$ cat config.mk
export PLATFORM = sky130hd
export DESIGN_NAME = iqr_regs
export DESIGN_NICKNAME = d
export VERILOG_FILES = /design/src/shared/iqr_pkg.sv /design/src/core/iqr_regs.sv
export SDC_FILE = /design/constraint.sdc
export NUM_CORES = 1
export LEC_CHECK = 0
export BUFFER_PORTS_ARGS = -buffer_cell sky130_fd_sc_hd__buf_2
export CORE_ASPECT_RATIO = 1.4
export CORE_MARGIN = 5
export CORE_UTILIZATION = 45
export DETAILED_ROUTE_END_ITERATION = 16
export PLACE_DENSITY = 0.69
export SETUP_SLACK_MARGIN = 0.15
export SLEW_MARGIN = 20
export SYNTH_ARGS = -nofsm -noshare
export SYNTH_HDL_FRONTEND = slang
export SYNTH_SLANG_ARGS = --single-unit
$ cat constraint.sdc
create_clock -name clk_i -period 2.22 [get_ports clk_i]
set_clock_uncertainty 0.1 [all_clocks]
set_input_delay 0.111 -clock clk_i [delete_from_list [all_inputs] [get_ports clk_i]]
set_output_delay 0.111 -clock clk_i [all_outputs]
set_load 0.01 [all_outputs]
$ cat src/shared/iqr_pkg.sv
// package for the quality, parity and identification register bank
package iqr_pkg;
  localparam int unsigned NUM_UNITS = 32;
  localparam int unsigned UNITS_PER_GROUP = 8;
  localparam int unsigned QOS_GROUPS = 4;
  localparam int unsigned QOS_FIELD_W = 4;
  localparam int unsigned CNT_W = 8;
  localparam int unsigned ADDR_W = 8;
  // register byte offsets
  localparam logic [7:0] OFS_QOS0 = 8'h00;
  localparam logic [7:0] OFS_QOS1 = 8'h04;
  localparam logic [7:0] OFS_QOS2 = 8'h08;
  localparam logic [7:0] OFS_QOS3 = 8'h0c;
  localparam logic [7:0] OFS_PARITY = 8'h10;
  localparam logic [7:0] OFS_POWER = 8'h14;
  localparam logic [7:0] OFS_IRQ_STATUS = 8'h18;
  localparam logic [7:0] OFS_IRQ_ENABLE = 8'h1c;
  localparam logic [7:0] OFS_IRQ_CLEAR = 8'h20;
  localparam logic [7:0] OFS_PID4 = 8'hd0;
  localparam logic [7:0] OFS_PID5 = 8'hd4;
  localparam logic [7:0] OFS_PID6 = 8'hd8;
  localparam logic [7:0] OFS_PID7 = 8'hdc;
  localparam logic [7:0] OFS_PID0 = 8'he0;
  localparam logic [7:0] OFS_PID1 = 8'he4;
  localparam logic [7:0] OFS_PID2 = 8'he8;
  localparam logic [7:0] OFS_PID3 = 8'hec;
  localparam logic [7:0] OFS_CID0 = 8'hf0;
  localparam logic [7:0] OFS_CID1 = 8'hf4;
  localparam logic [7:0] OFS_CID2 = 8'hf8;
  localparam logic [7:0] OFS_CID3 = 8'hfc;
  // parity count fields
  localparam int unsigned PAR_UNIT_LSB = 0;
  localparam int unsigned PAR_CTRL_LSB = 8;
  localparam logic [7:0] CNT_MAX = 8'hff;
  localparam logic [7:0] CNT_RESET = 8'h00;
  localparam logic [31:0] QOS_RESET = 32'h0000_0000;
  // fixed preamble bytes
  localparam logic [7:0] CID0_VAL = 8'h0d;
  localparam logic [7:0] CID1_VAL = 8'hf0;
  localparam logic [7:0] CID2_VAL = 8'h05;
  localparam logic [7:0] CID3_VAL = 8'hb1;
  // identification fields; values arbitrary
  localparam logic [7:0] PART_NUMBER_LOW = 8'h5a;
  localparam logic [3:0] PART_NUMBER_HIGH = 4'h7;
  localparam logic [6:0] DESIGNER_CODE = 7'h2c;
  localparam logic [3:0] ARCH_REVISION = 4'h2;
  localparam logic [3:0] MANUFACTURER_REVISION = 4'h6;
  localparam logic [3:0] CUSTOMER_MOD = 4'h9;
  localparam logic [3:0] CONTINUATION_CODE = 4'h8;
  localparam logic JEDEC_USED = 1'b1;
  // interrupt status bits
  localparam int unsigned IRQ_W = 2;
  localparam int unsigned IRQ_CTRL_PAR = 0;
  localparam int unsigned IRQ_UNIT_PAR = 1;
endpackage : iqr_pkg

$ cat src/core/iqr_regs.sv
// register bank: unit quality, parity counts, power state, identification
// Contract
// RULE1: four quality registers, each for eight buffer units in order
// RULE2: unit n owns bits 4p+3..4p, p equals n modulo 8
// RULE3: quality fields reset to zero; unused upper bits reserved
// RULE4: control unit parity count at bits 15..8, resets zero, saturates
// RULE5: buffer unit parity count at bits 7..0, resets zero, saturates
// RULE6: tlb and walk cache rams detect single errors, invalidate entry
// RULE7: message fifo ram detects and corrects single-bit errors
// RULE8: power state bit n is one while unit n powered up
// RULE9: preamble registers return 0d, f0, 05, b1 in low byte
// RULE10: ident registers zero to four use low byte; five to seven zero
// RULE11: ident zero holds middle and low part number digits
// RULE12: ident one holds low designer code and upper part digit
// RULE13: ident two holds revision, bit 3 one, upper designer code
// RULE14: ident three holds manufacturer revision and customer number
// RULE15: parity, power and identification registers ignore writes
// RULE16: each error adds exactly one unless counter at maximum
module iqr_regs
  import iqr_pkg::*;
(
  // clock and reset
  input wire logic clk_i,
  input wire logic rst_i,
  // wishbone slave
  input wire logic cyc_i,
  input wire logic stb_i,
  input wire logic we_i,
  input wire logic [ADDR_W-1:0] adr_i,
  input wire logic [3:0] sel_i,
  input wire logic [31:0] dat_i,
  output logic [31:0] dat_o,
  output logic ack_o,
  output logic err_o,
  // error events from the ram checkers, same clock
  input wire logic ctrl_parity_err_i,
  input wire logic unit_parity_err_i,
  // power state of each buffer unit, asynchronous
  input wire logic [NUM_UNITS-1:0] unit_powered_i,
  // quality value per unit
  output logic [QOS_FIELD_W*NUM_UNITS-1:0] unit_quality_field_o,
  // interrupt
  output logic irq_o
);

  ////////////////////////////////////////////////////////////////////////////
  // state

  logic [31:0] qos_group [QOS_GROUPS];
  logic [CNT_W-1:0] control_unit_parity_count;
  logic [CNT_W-1:0] buffer_unit_parity_count;
  logic [NUM_UNITS-1:0] power_meta;
  logic [NUM_UNITS-1:0] buffer_unit_power_state;
  logic [IRQ_W-1:0] irq_status;
  logic [IRQ_W-1:0] irq_enable;
  logic req;
  logic wr_strobe;
  logic mapped;
  logic [31:0] next_dat;

  function automatic logic [31:0] byte_merge(input logic [31:0] old,
                                             input logic [31:0] wdat,
                                             input logic [3:0] sel);
    logic [31:0] res;
    res = old;
    for (int b = 0; b < 4; b++) begin
      if (sel[b]) begin
        res[8*b +: 8] = wdat[8*b +: 8];
      end
    end
    return res;
  endfunction : byte_merge

  function automatic logic [CNT_W-1:0] sat_inc(input logic [CNT_W-1:0] c);
    return (c == CNT_MAX) ? c : c + 8'h01;
  endfunction : sat_inc

  ////////////////////////////////////////////////////////////////////////////
  // bus handshake: ack, or err if unmapped, one cycle after the request, dropped the next

  assign req = cyc_i && stb_i && !ack_o && !err_o;
  assign wr_strobe = req && we_i && mapped;

  always_ff @(posedge clk_i) begin
    if (rst_i) begin
      ack_o <= 1'b0;
      err_o <= 1'b0;
    end else begin
      ack_o <= req && mapped;
      err_o <= req && !mapped;
    end
  end

  ////////////////////////////////////////////////////////////////////////////
  // quality registers

  generate
    for (genvar g = 0; g < QOS_GROUPS; g++) begin : g_qos
      localparam logic [7:0] OFS = OFS_QOS0 + 8'(4 * g);
      always_ff @(posedge clk_i) begin
        if (rst_i) begin
          qos_group[g] <= QOS_RESET; // see RULE3
        end else if (wr_strobe && adr_i == OFS) begin // see RULE1
          qos_group[g] <= byte_merge(qos_group[g], dat_i, sel_i);
        end
      end
      for (genvar p = 0; p < UNITS_PER_GROUP; p++) begin : g_unit
        // see RULE2
        assign unit_quality_field_o[QOS_FIELD_W*(g*UNITS_PER_GROUP+p) +:
                                    QOS_FIELD_W] =
          qos_group[g][QOS_FIELD_W*p +: QOS_FIELD_W];
      end
    end
  endgenerate

  ////////////////////////////////////////////////////////////////////////////
  // parity counters, hardware driven only

  always_ff @(posedge clk_i) begin
    if (rst_i) begin
      control_unit_parity_count <= CNT_RESET; // see RULE4
    end else if (ctrl_parity_err_i) begin
      control_unit_parity_count <=
        sat_inc(control_unit_parity_count); // see RULE16
    end
  end

  always_ff @(posedge clk_i) begin
    if (rst_i) begin
      buffer_unit_parity_count <= CNT_RESET; // see RULE5
    end else if (unit_parity_err_i) begin
      buffer_unit_parity_count <=
        sat_inc(buffer_unit_parity_count); // see RULE16
    end
  end

  ////////////////////////////////////////////////////////////////////////////
  // power state synchroniser

  always_ff @(posedge clk_i) begin
    if (rst_i) begin
      power_meta <= '0;
      buffer_unit_power_state <= '0;
    end else begin
      power_meta <= unit_powered_i;
      buffer_unit_power_state <= power_meta; // see RULE8
    end
  end

  ////////////////////////////////////////////////////////////////////////////
  // interrupt: sticky status, enable, write-one-to-clear

  always_ff @(posedge clk_i) begin
    if (rst_i) begin
      irq_enable <= '0;
    end else if (wr_strobe && adr_i == OFS_IRQ_ENABLE && sel_i[0]) begin
      irq_enable <= dat_i[IRQ_W-1:0];
    end
  end

  always_ff @(posedge clk_i) begin
    if (rst_i) begin
      irq_status <= '0;
    end else begin
      for (int i = 0; i < IRQ_W; i++) begin
        if (wr_strobe && adr_i == OFS_IRQ_CLEAR && sel_i[0] && dat_i[i]) begin
          irq_status[i] <= 1'b0;
        end
      end
      // set wins over clear
      if (ctrl_parity_err_i) begin
        irq_status[IRQ_CTRL_PAR] <= 1'b1;
      end
      if (unit_parity_err_i) begin
        irq_status[IRQ_UNIT_PAR] <= 1'b1;
      end
    end
  end

  assign irq_o = |(irq_status & irq_enable);

  ////////////////////////////////////////////////////////////////////////////
  // read decode; read-only registers have no write path

  always_comb begin
    mapped = 1'b1;
    next_dat = 32'h0000_0000;
    case (adr_i)
      OFS_QOS0: next_dat = qos_group[0];
      OFS_QOS1: next_dat = qos_group[1];
      OFS_QOS2: next_dat = qos_group[2];
      OFS_QOS3: next_dat = qos_group[3];
      OFS_PARITY: begin // see RULE15
        next_dat[PAR_CTRL_LSB +: CNT_W] = control_unit_parity_count;
        next_dat[PAR_UNIT_LSB +: CNT_W] = buffer_unit_parity_count;
      end
      OFS_POWER: next_dat[NUM_UNITS-1:0] = buffer_unit_power_state;
      OFS_IRQ_STATUS: next_dat[IRQ_W-1:0] = irq_status;
      OFS_IRQ_ENABLE: next_dat[IRQ_W-1:0] = irq_enable;
      OFS_IRQ_CLEAR: next_dat = 32'h0000_0000;
      OFS_PID0: next_dat[7:0] = PART_NUMBER_LOW; // see RULE11
      OFS_PID1: begin // see RULE12
        next_dat[7:4] = DESIGNER_CODE[3:0];
        next_dat[3:0] = PART_NUMBER_HIGH;
      end
      OFS_PID2: begin // see RULE13
        next_dat[7:4] = ARCH_REVISION;
        next_dat[3] = JEDEC_USED;
        next_dat[2:0] = DESIGNER_CODE[6:4];
      end
      OFS_PID3: begin // see RULE14
        next_dat[7:4] = MANUFACTURER_REVISION;
        next_dat[3:0] = CUSTOMER_MOD;
      end
      OFS_PID4: next_dat[3:0] = CONTINUATION_CODE; // see RULE10
      OFS_PID5, OFS_PID6, OFS_PID7: next_dat = 32'h0000_0000; // see RULE10
      OFS_CID0: next_dat[7:0] = CID0_VAL; // see RULE9
      OFS_CID1: next_dat[7:0] = CID1_VAL; // see RULE9
      OFS_CID2: next_dat[7:0] = CID2_VAL; // see RULE9
      OFS_CID3: next_dat[7:0] = CID3_VAL; // see RULE9
      default: mapped = 1'b0;
    endcase
  end

  always_ff @(posedge clk_i) begin
    if (rst_i) begin
      dat_o <= 32'h0000_0000;
    end else if (req && !we_i) begin
      dat_o <= next_dat;
    end
  end

  // ram error correction and invalidation live in the ram wrappers;
  // this bank only counts and flags as interrupts the events they report (see RULE6, RULE7)

endmodule : iqr_regs

==> impl_metrics.json, run 1 <==
{
  "status": "finished clean",
  "r2r_start": "err_o",
  "peakVddDrop_mv": 0.5245,
  "cts_made_buffers": 25,
  "crit_path_start_kind": "flip-flop",
  "finalWorstSetupSlack_ns": 0.2290,
  "rows": 66,
  "cp-end-kind": "flip-flop",
  "min_path_type": "primary input to flip-flop",
  "final_core_util_pct": 59.07,
  "syn_area_sq_mm": 0.01046,
  "synthesis.instances": 920,
  "core_sq_mm": 0.02304,
  "postCtsSetupRepairBufs": 0,
  "layout_commonest_cell": "buf_2",
  "total_power_mw": 10.22,
  "synth_edf_count": 128,
  "final_cells": 1560,
  "crit_chain": "and4bb_2 -> nand4_4 -> nor2_1 -> a21o_1",
  "rsz0062_at_grt": "false",
  "crit_slowest_cell": "and4bb_2",
  "initial_core_util_pct": 45.39,
  "critPathKind": "flip-flop to flip-flop",
  "worst_slew_pin_slew_ns": 0.6836,
  "required_ns": 2.31,
  "finalInstanceArea_sq_mm": 0.01361,
  "clkLatencyLatePin_ns": 0.52,
  "worstHoldPathCells": 2,
  "placed_cells": 1438,
  "antenna_found_initial": 2,
  "finalCritPeriodShare_pct": 89.69,
  "grt_pass1_vias": 8549,
  "grt_max_degree": 52,
  "placed_area_sq_mm": 0.01202,
  "fmaxAchievable_mhz": 502.3,
  "post-place-ws_ns": 0.1984,
  "leakage_nw": 5.524,
  "die_h_um": 190.4,
  "r2r_cells": 4,
  "layout-drive-gt1-share_pct": 30.70,
  "crit_fanout": 8,
  "antennaDiodeCount": 0,
  "cts_num_sinks": 246,
  "arrival_ns": 2.09,
  "routed_wire_length_per_instance_um": 21.05,
  "clk_pin_slew_ns": 0.06,
  "portBuffers": 245,
  "fin_setup_tns_ns": 0,
  "synthesis.nets": 1005,
  "clock_path_buffers": 3,
  "root_buffer": "clkbuf_16",
  "synth.yosys.seq_area_share_pct": 59.34,
  "ys_seq_elements": 246,
  "finalHoldViolCount": 0,
  "layout.nets": 1320,
  "slowest_delay_ns": 0.39,
  "power_density_mw_per_mm2": 750.5,
  "ys_warn_count": 0,
  "vias": 8419,
  "r2r_slack_ns": 0.23,
  "routabilityCongestion": 0.9066,
  "slew_headroom_pct": 54.18,
  "synth_cell_types": 65,
  "maxCapViolations": 0,
  "dieArea_sq_mm": 0.02643,
  "cts_tree": "yes",
  "avgSynthCellArea_sq_um": 11.37,
  "async_flop_share_pct": 0,
  "setup_viol": 0,
  "grt_pass1_wl_um": 49960,
  "yosys_most_used_dff": "edfxtp_1",
  "min_from": "sel_i[2]",
  "fin_crit_ns": 1.991,
  "fp.dieW_um": 138.8,
  "finalMaxSlewViolations": 0,
  "hold_ws_ns": 0.01298,
  "routed_via_density": 5.397,
  "grtUsageTotal_pct": 24.11,
  "totalWireLength_um": 32840,
  "globalRouteOverflowTotal": 0,
  "ios": 246,
  "area_growth_pct": 30.14,
  "htree_levels": 1,
  "dp.final_hpwl_um": 23830,
  "drt-initial-drc-count": 650,
  "final_cell_mix": "buf_2, nor2_1, edfxtp_1",
  "drtAntennaViolNets": 0,
  "first_pass_iters": 4,
  "min_to": "qos_group[0][16]",
  "drcViolationCount": 0,
  "r2r_end": "qos_group[0][12]"
}
kinds of logic after synthesis:
family / share of synthesized area, %
adders and majority gates: 0.2392
AOI/OAI and AO/OA: 9.559
muxes: 7.896
buffers and inverters: 3.637
DFF: 59.34
xor gates and xnor gates: 1.005
and+or+nand+nor: 18.33
power by group:
| part | internal (mW) | switching, mW |
|---|---|---|
| registers | 4.95 | 0.122 |
| logic | 0.429 | 0.510 |
| clock network | 2.45 | 1.76 |
| total | 7.83 | 2.39 |
flip-flops by register name (all words and copies together) (netlist names):
name                       cells
control_unit_parity_count      8
power_meta                    32
ack_o                          1
irq_status                     2
dat_o                         32
irq_enable                     2
qos_group                    128
buffer_unit_parity_count       8
err_o                          1
buffer_unit_power_state       32
final cells by class:
cell class | count | area, sq um
inverters | 6 | 22.52
fillers | 1948 | 9429
clock buffers | 34 | 660.6
flip-flops and latches | 246 | 6206
repair buffers | 353 | 2282
clock inverters | 12 | 148.9
multi-input cells | 603 | 3908
well taps | 306 | 382.9
worst max-delay path by stage:
| stage | from | endpoint | slack [ns] | cells after the start |
|---|---|---|---|---|
| final | err_o | qos_group[0][12] | 0.23 | 4 |
| after floorplan | adr_i[3] | qos_group[1][0] | 0.35 | 5 |
| after detailed placement | err_o | qos_group[3][31] | 0.20 | 4 |
| after global routing | err_o | qos_group[2][14] | 0.15 | 4 |
| after global placement | adr_i[3] | qos_group[1][25] | 0.22 | 4 |
| after CTS | err_o | qos_group[3][31] | 0.19 | 4 |
synthesized netlist by cell type, types with 3 or more instances:
master | number | area share [%]
a31oi_1 | 3 | 0.18
a21o_1 | 18 | 1.3
nor2b_1 | 65 | 3.9
mux2_2 | 32 | 3.4
a211oi_1 | 18 | 1.3
o21ai_0 | 6 | 0.29
nor3_1 | 17 | 0.81
a221oi_2 | 9 | 1.3
buf_4 | 6 | 0.43
and3_1 | 6 | 0.36
nand2b_1 | 36 | 2.2
a32oi_1 | 4 | 0.33
nand2_1 | 22 | 0.79
nand4_1 | 6 | 0.36
a221oi_1 | 17 | 1.4
dfxtp_1 | 118 | 23
xor2_1 | 7 | 0.59
buf_2 | 19 | 0.91
inv_1 | 6 | 0.22
o22ai_1 | 10 | 0.60
nand3_1 | 9 | 0.43
mux2i_1 | 42 | 4.0
buf_6 | 9 | 0.97
o31ai_1 | 3 | 0.22
a22o_1 | 3 | 0.25
a21oi_1 | 13 | 0.62
edfxtp_1 | 128 | 37
xnor2_1 | 5 | 0.42
clkbuf_1 | 30 | 1.1
a22oi_1 | 5 | 0.36
nor2_1 | 205 | 7.4
routing by layer:
layer | routed length (um) | global-route usage (%) | share of wire [%] | vias to the layer above
met2 | 17430 | 45.01 | 53 | 351
li1 | - | - | - | 3904
met1 | 12100 | 27.62 | 37 | 4093
met5 | 27 | 0 | 0.082 | -
met3 | 2326 | 4.942 | 7.1 | 67
met4 | 967 | 7.530 | 2.9 | 4
worst max-delay path: cells and delay by family, from the launching register on:
family | cells | cell delay (ns)
compound gates | 1 | 0.38
flops | 1 | 0.31
simple gates | 3 | 0.88
repair_timing:
action                     4_1_cts  5_1_grt
gates resized for setup          0       14
setup endpoints to repair        0      112
hold buffers                    76        0
hold endpoints to repair       170        0
Note: power is estimated with default switching activity, not from simulation.
==> run 2: changes to the inputs <==
- clock period: 2.22 -> 2.4 ns (I/O delays scaled with it)
==> impl_metrics.json, run 2 (same netlist as run 1, synthesis figures left out) <==
{
  "ios": 246,
  "drtAntennaViolNets": 0,
  "leakage_nw": 5.509,
  "cts_resized": 0,
  "cp-end-kind": "flip-flop",
  "layout.nets": 1312,
  "final_core_util_pct": 58.67,
  "initial_core_util_pct": 45.39,
  "vias": 8389,
  "finalCritPeriodShare_pct": 89.95,
  "antenna_found_initial": 2,
  "rows": 66,
  "dieArea_sq_mm": 0.02643,
  "crit_path_start_kind": "flip-flop",
  "status": "finished clean",
  "regMostFlops": "qos_group",
  "core_sq_mm": 0.02304,
  "drt-initial-drc-count": 761,
  "clkLatencyLatePin_ns": 0.52,
  "cts_tree": "yes",
  "slew_headroom_pct": 54.97,
  "dp.final_hpwl_um": 23850,
  "first_pass_iters": 6,
  "crit_fanout": 4,
  "grt_pass1_vias": 8620,
  "rsz0062_at_grt": "false",
  "layout-drive-gt1-share_pct": 29.64,
  "hold_ws_ns": 0.03026,
  "grtUsageTotal_pct": 23.88,
  "worstHoldPathCells": 2,
  "clkPwrFrac_pct": 41.3,
  "maxCapViolations": 0,
  "setup_viol": 0,
  "fin_crit_ns": 2.159,
  "finalHoldViolCount": 0,
  "cts_made_buffers": 24,
  "totalWireLength_um": 32340,
  "cts_num_sinks": 246,
  "clock_path_buffers": 3,
  "swShare_pct": 23.11,
  "postCtsSetupRepairBufs": 0,
  "fp.dieW_um": 138.8,
  "critPathKind": "flip-flop to flip-flop",
  "largest_register_ffs": 128,
  "area_growth_pct": 29.25,
  "routed_wire_length_per_instance_um": 20.85,
  "fin_setup_tns_ns": 0,
  "p_switching_mw": 2.184,
  "arrival_ns": 2.45,
  "clk_pin_slew_ns": 0.06,
  "layout_commonest_cell": "buf_2",
  "postCtsHoldBufs": 71,
  "min_path_type": "primary input to flip-flop",
  "power_density_mw_per_mm2": 698.9,
  "portBuffers": 245,
  "p_int_mw": 7.264,
  "pwr-share-comb_pct": 9.1,
  "r2r_cells": 5,
  "htree_levels": 1,
  "worst_slew_pin_slew_ns": 0.6754,
  "fmaxAchievable_mhz": 463.2,
  "routabilityCongestion": 0.9099,
  "final_cell_mix": "buf_2, nor2_1, edfxtp_1",
  "drcViolationCount": 0,
  "grt_max_degree": 64,
  "root_buffer": "clkbuf_16",
  "required_ns": 2.69,
  "grt_pass1_wl_um": 49270,
  "peakVddDrop_mv": 0.5761,
  "globalRouteOverflowTotal": 0,
  "finalMaxSlewViolations": 0,
  "die_h_um": 190.4,
  "seq_power_share_pct": 49.6,
  "routed_via_density": 5.409,
  "antennaDiodeCount": 0
}
[run 2: worst max-delay path, stage by stage, from the launching register on]
cell and delay (ns):
dfxtp_1 0.32, and4bb_2 0.38, nand4_1 0.19, o41ai_1 0.39, a21oi_1 0.11, dlygate4sd3_1 0.56
[run 2: path summary, 6_finish.rpt]
check                                                    to      startpoint  slack, ns
worst max-delay path                          irq_status[1]           err_o       0.24
worst min-delay path            buffer_unit_power_state[25]           rst_i       0.03
worst max register to register                irq_status[1]           err_o       0.24
worst min register to register  buffer_unit_power_state[15]  power_meta[15]       0.33
[run 2: per-stage QoR]
step                instance area [sq um]  worst slack [ns]  power, mW  cells
floorplan                           10460            0.5234      5.173    920
global placement                    12000            0.2978      5.530   1436
detailed placement                  12000            0.2700      5.539   1436
CTS                                 13520            0.2649      9.500   1551
global route                        13520            0.1512      9.753   1551
finish                              13520            0.2412      9.448   1551
[run 2: routing by layer]
layer,part of all wire (%),track usage [%]
met3,8.7,5.544
met2,51,42.56
met5,0.059,0
met1,36,27.12
met4,4.7,11.11
[run 2: final cells by class]
type / instances / area [sq um]
Multi-Input combinational cell: 603 / 3890
Inverter: 6 / 22.52
Clock buffer: 33 / 675.6
Fill cell: 1892 / 9522
Tap cell: 306 / 382.9
Clock inverter: 11 / 136.4
Timing Repair Buffer: 346 / 2205
Sequential cell: 246 / 6206
[run 2: power groups by stage]
stage / Clock [mW] / Combinational [mW] / Sequential, mW
after global routing: 4.12 / 0.928 / 4.70
after floorplan: 0 / 0.389 / 4.78
after detailed placement: 0 / 0.761 / 4.78
after CTS: 3.95 / 0.855 / 4.69
final: 3.90 / 0.857 / 4.69
after global placement: 0 / 0.749 / 4.78
==> run 3: changes to the inputs <==
==> constraint.sdc (replaced) <==
create_clock -name clk_i -period 2.4 [get_ports clk_i]
set_clock_uncertainty 0.1 [all_clocks]
set_input_delay 0.36 -clock clk_i [delete_from_list [all_inputs] [get_ports clk_i]]
set_output_delay 0.36 -clock clk_i [all_outputs]
set_load 0.01 [all_outputs]
==> impl_metrics.json, run 3 (same netlist as run 1, synthesis figures left out) <==
{
  "status": "finished clean",
  "min_path_type": "primary input to flip-flop",
  "layout-drive-gt1-share_pct": 30.66,
  "finalMaxSlewViolations": 0,
  "root_buffer": "clkbuf_16",
  "cp-end-kind": "flip-flop",
  "rsz0062_at_grt": "false",
  "cts_resized": 0,
  "htree_levels": 1,
  "fmaxAchievable_mhz": 485.0,
  "finalWorstSetupSlack_ns": 0.3381,
  "nFillCells": 2000,
  "layout_commonest_cell": "buf_2",
  "r2r_cells": 4,
  "regMostFlops": "qos_group",
  "antennaDiodeCount": 0,
  "portBuffers": 245,
  "required_ns": 2.47,
  "worstHoldPathCells": 2,
  "fin_crit_ns": 2.062,
  "hold_ws_ns": 0.001354,
  "totalWireLength_um": 31930,
  "routabilityCongestion": 0.8954,
  "ios": 246,
  "total_power_mw": 9.199,
  "grt_pass1_wl_um": 47300,
  "die_h_um": 190.4,
  "leakage_nw": 5.355,
  "r2r_end": "qos_group[0][23]",
  "grtUsageTotal_pct": 23.13,
  "routed_wire_length_per_instance_um": 21.06,
  "area_growth_pct": 25.45,
  "multi_input_area_sq_mm": 0.003890,
  "first_pass_iters": 5,
  "routed_via_density": 5.429,
  "drt-initial-drc-count": 607,
  "post-place-ws_ns": 0.1133,
  "r2r_start": "err_o",
  "min_from": "unit_powered_i[7]",
  "initial_core_util_pct": 45.39,
  "rows": 66,
  "finalInstanceArea_sq_mm": 0.01312,
  "min_to": "power_meta[7]",
  "drcViolationCount": 0,
  "finalCritPeriodShare_pct": 85.91,
  "peakVddDrop_mv": 0.6418,
  "placed_area_sq_mm": 0.01205,
  "r2r_slack_ns": 0.34,
  "drtAntennaViolNets": 0,
  "fin_setup_tns_ns": 0,
  "cts_tree": "yes",
  "setup_viol": 0,
  "cts_made_buffers": 25,
  "grt_max_degree": 53,
  "critPathKind": "flip-flop to flip-flop",
  "power_density_mw_per_mm2": 701.1,
  "dp.final_hpwl_um": 23860,
  "final_cell_mix": "buf_2, nor2_1, edfxtp_1",
  "fp.dieW_um": 138.8,
  "maxCapViolations": 0,
  "slew_headroom_pct": 67.48,
  "crit_fanout": 8,
  "grt_pass1_vias": 8211,
  "clock_path_buffers": 3,
  "largest_register_ffs": 128,
  "vias": 8230,
  "layout.nets": 1277,
  "worst_slew_pin_slew_ns": 0.4845,
  "finalHoldViolCount": 0,
  "regArea_sq_mm": 0.006206,
  "cts_num_sinks": 246,
  "dieArea_sq_mm": 0.02643,
  "clk_pin_slew_ns": 0.06,
  "antenna_found_initial": 3,
  "arrival_ns": 2.13,
  "core_sq_mm": 0.02304,
  "crit_path_start_kind": "flip-flop",
  "globalRouteOverflowTotal": 0,
  "clkLatencyLatePin_ns": 0.51,
  "postCtsSetupRepairBufs": 0
}
-- run 3: cell type report --
class | count | share of cell area [%]
Timing Repair Buffer | 310 | 14.06
Sequential cell | 246 | 47.30
Multi-Input combinational cell | 603 | 29.65
Inverter | 6 | 0.1717
Tap cell | 306 | 2.918
Clock buffer | 28 | 4.930
Clock inverter | 17 | 0.9727
-- run 3: metal layers --
metal | global-route usage, % | vias to the layer above | wire length [um]
met5 | 0 | - | 34
met4 | 8.660 | 6 | 1135
met3 | 4.541 | 69 | 2252
met2 | 42.12 | 360 | 16550
met1 | 26.93 | 3979 | 11950
li1 | - | 3816 | -
-- run 3: worst max-delay path, stage by stage, from the launching register on --
cell and delay, ns:
dfxtp_1 0.32, and4bb_2 0.39, nand4_4 0.15, nor2_1 0.36, a21o_1 0.40
-- run 3: stage by stage --
step | util [%] | cells
after CTS | 56.95 | 1516
after detailed placement | 52.28 | 1441
final | 56.95 | 1516
after floorplan | - | 920
after global placement | 52.28 | 1441
after global routing | 56.95 | 1516
-- run 3: where the power goes --
part | internal (mW) | switching, mW
combinational | 0.348 | 0.461
clock | 2.14 | 1.56
sequential | 4.58 | 0.112
-- run 3: how the worst max path moves through the flow --
stage	startpoint	to	cells after the start
finish	err_o	qos_group[0][23]	4
global route	ack_o	qos_group[2][25]	4
CTS	ack_o	qos_group[0][23]	4
detailed placement	adr_i[5]	dat_o[18]	6
global placement	adr_i[3]	qos_group[1][16]	5
floorplan	adr_i[3]	qos_group[1][0]	5
-- run 3: what timing repair did --
item | CTS | global route
hold endpoints to repair | 30 | 0
setup endpoints to repair | 0 | 0
hold buffers | 30 | 0
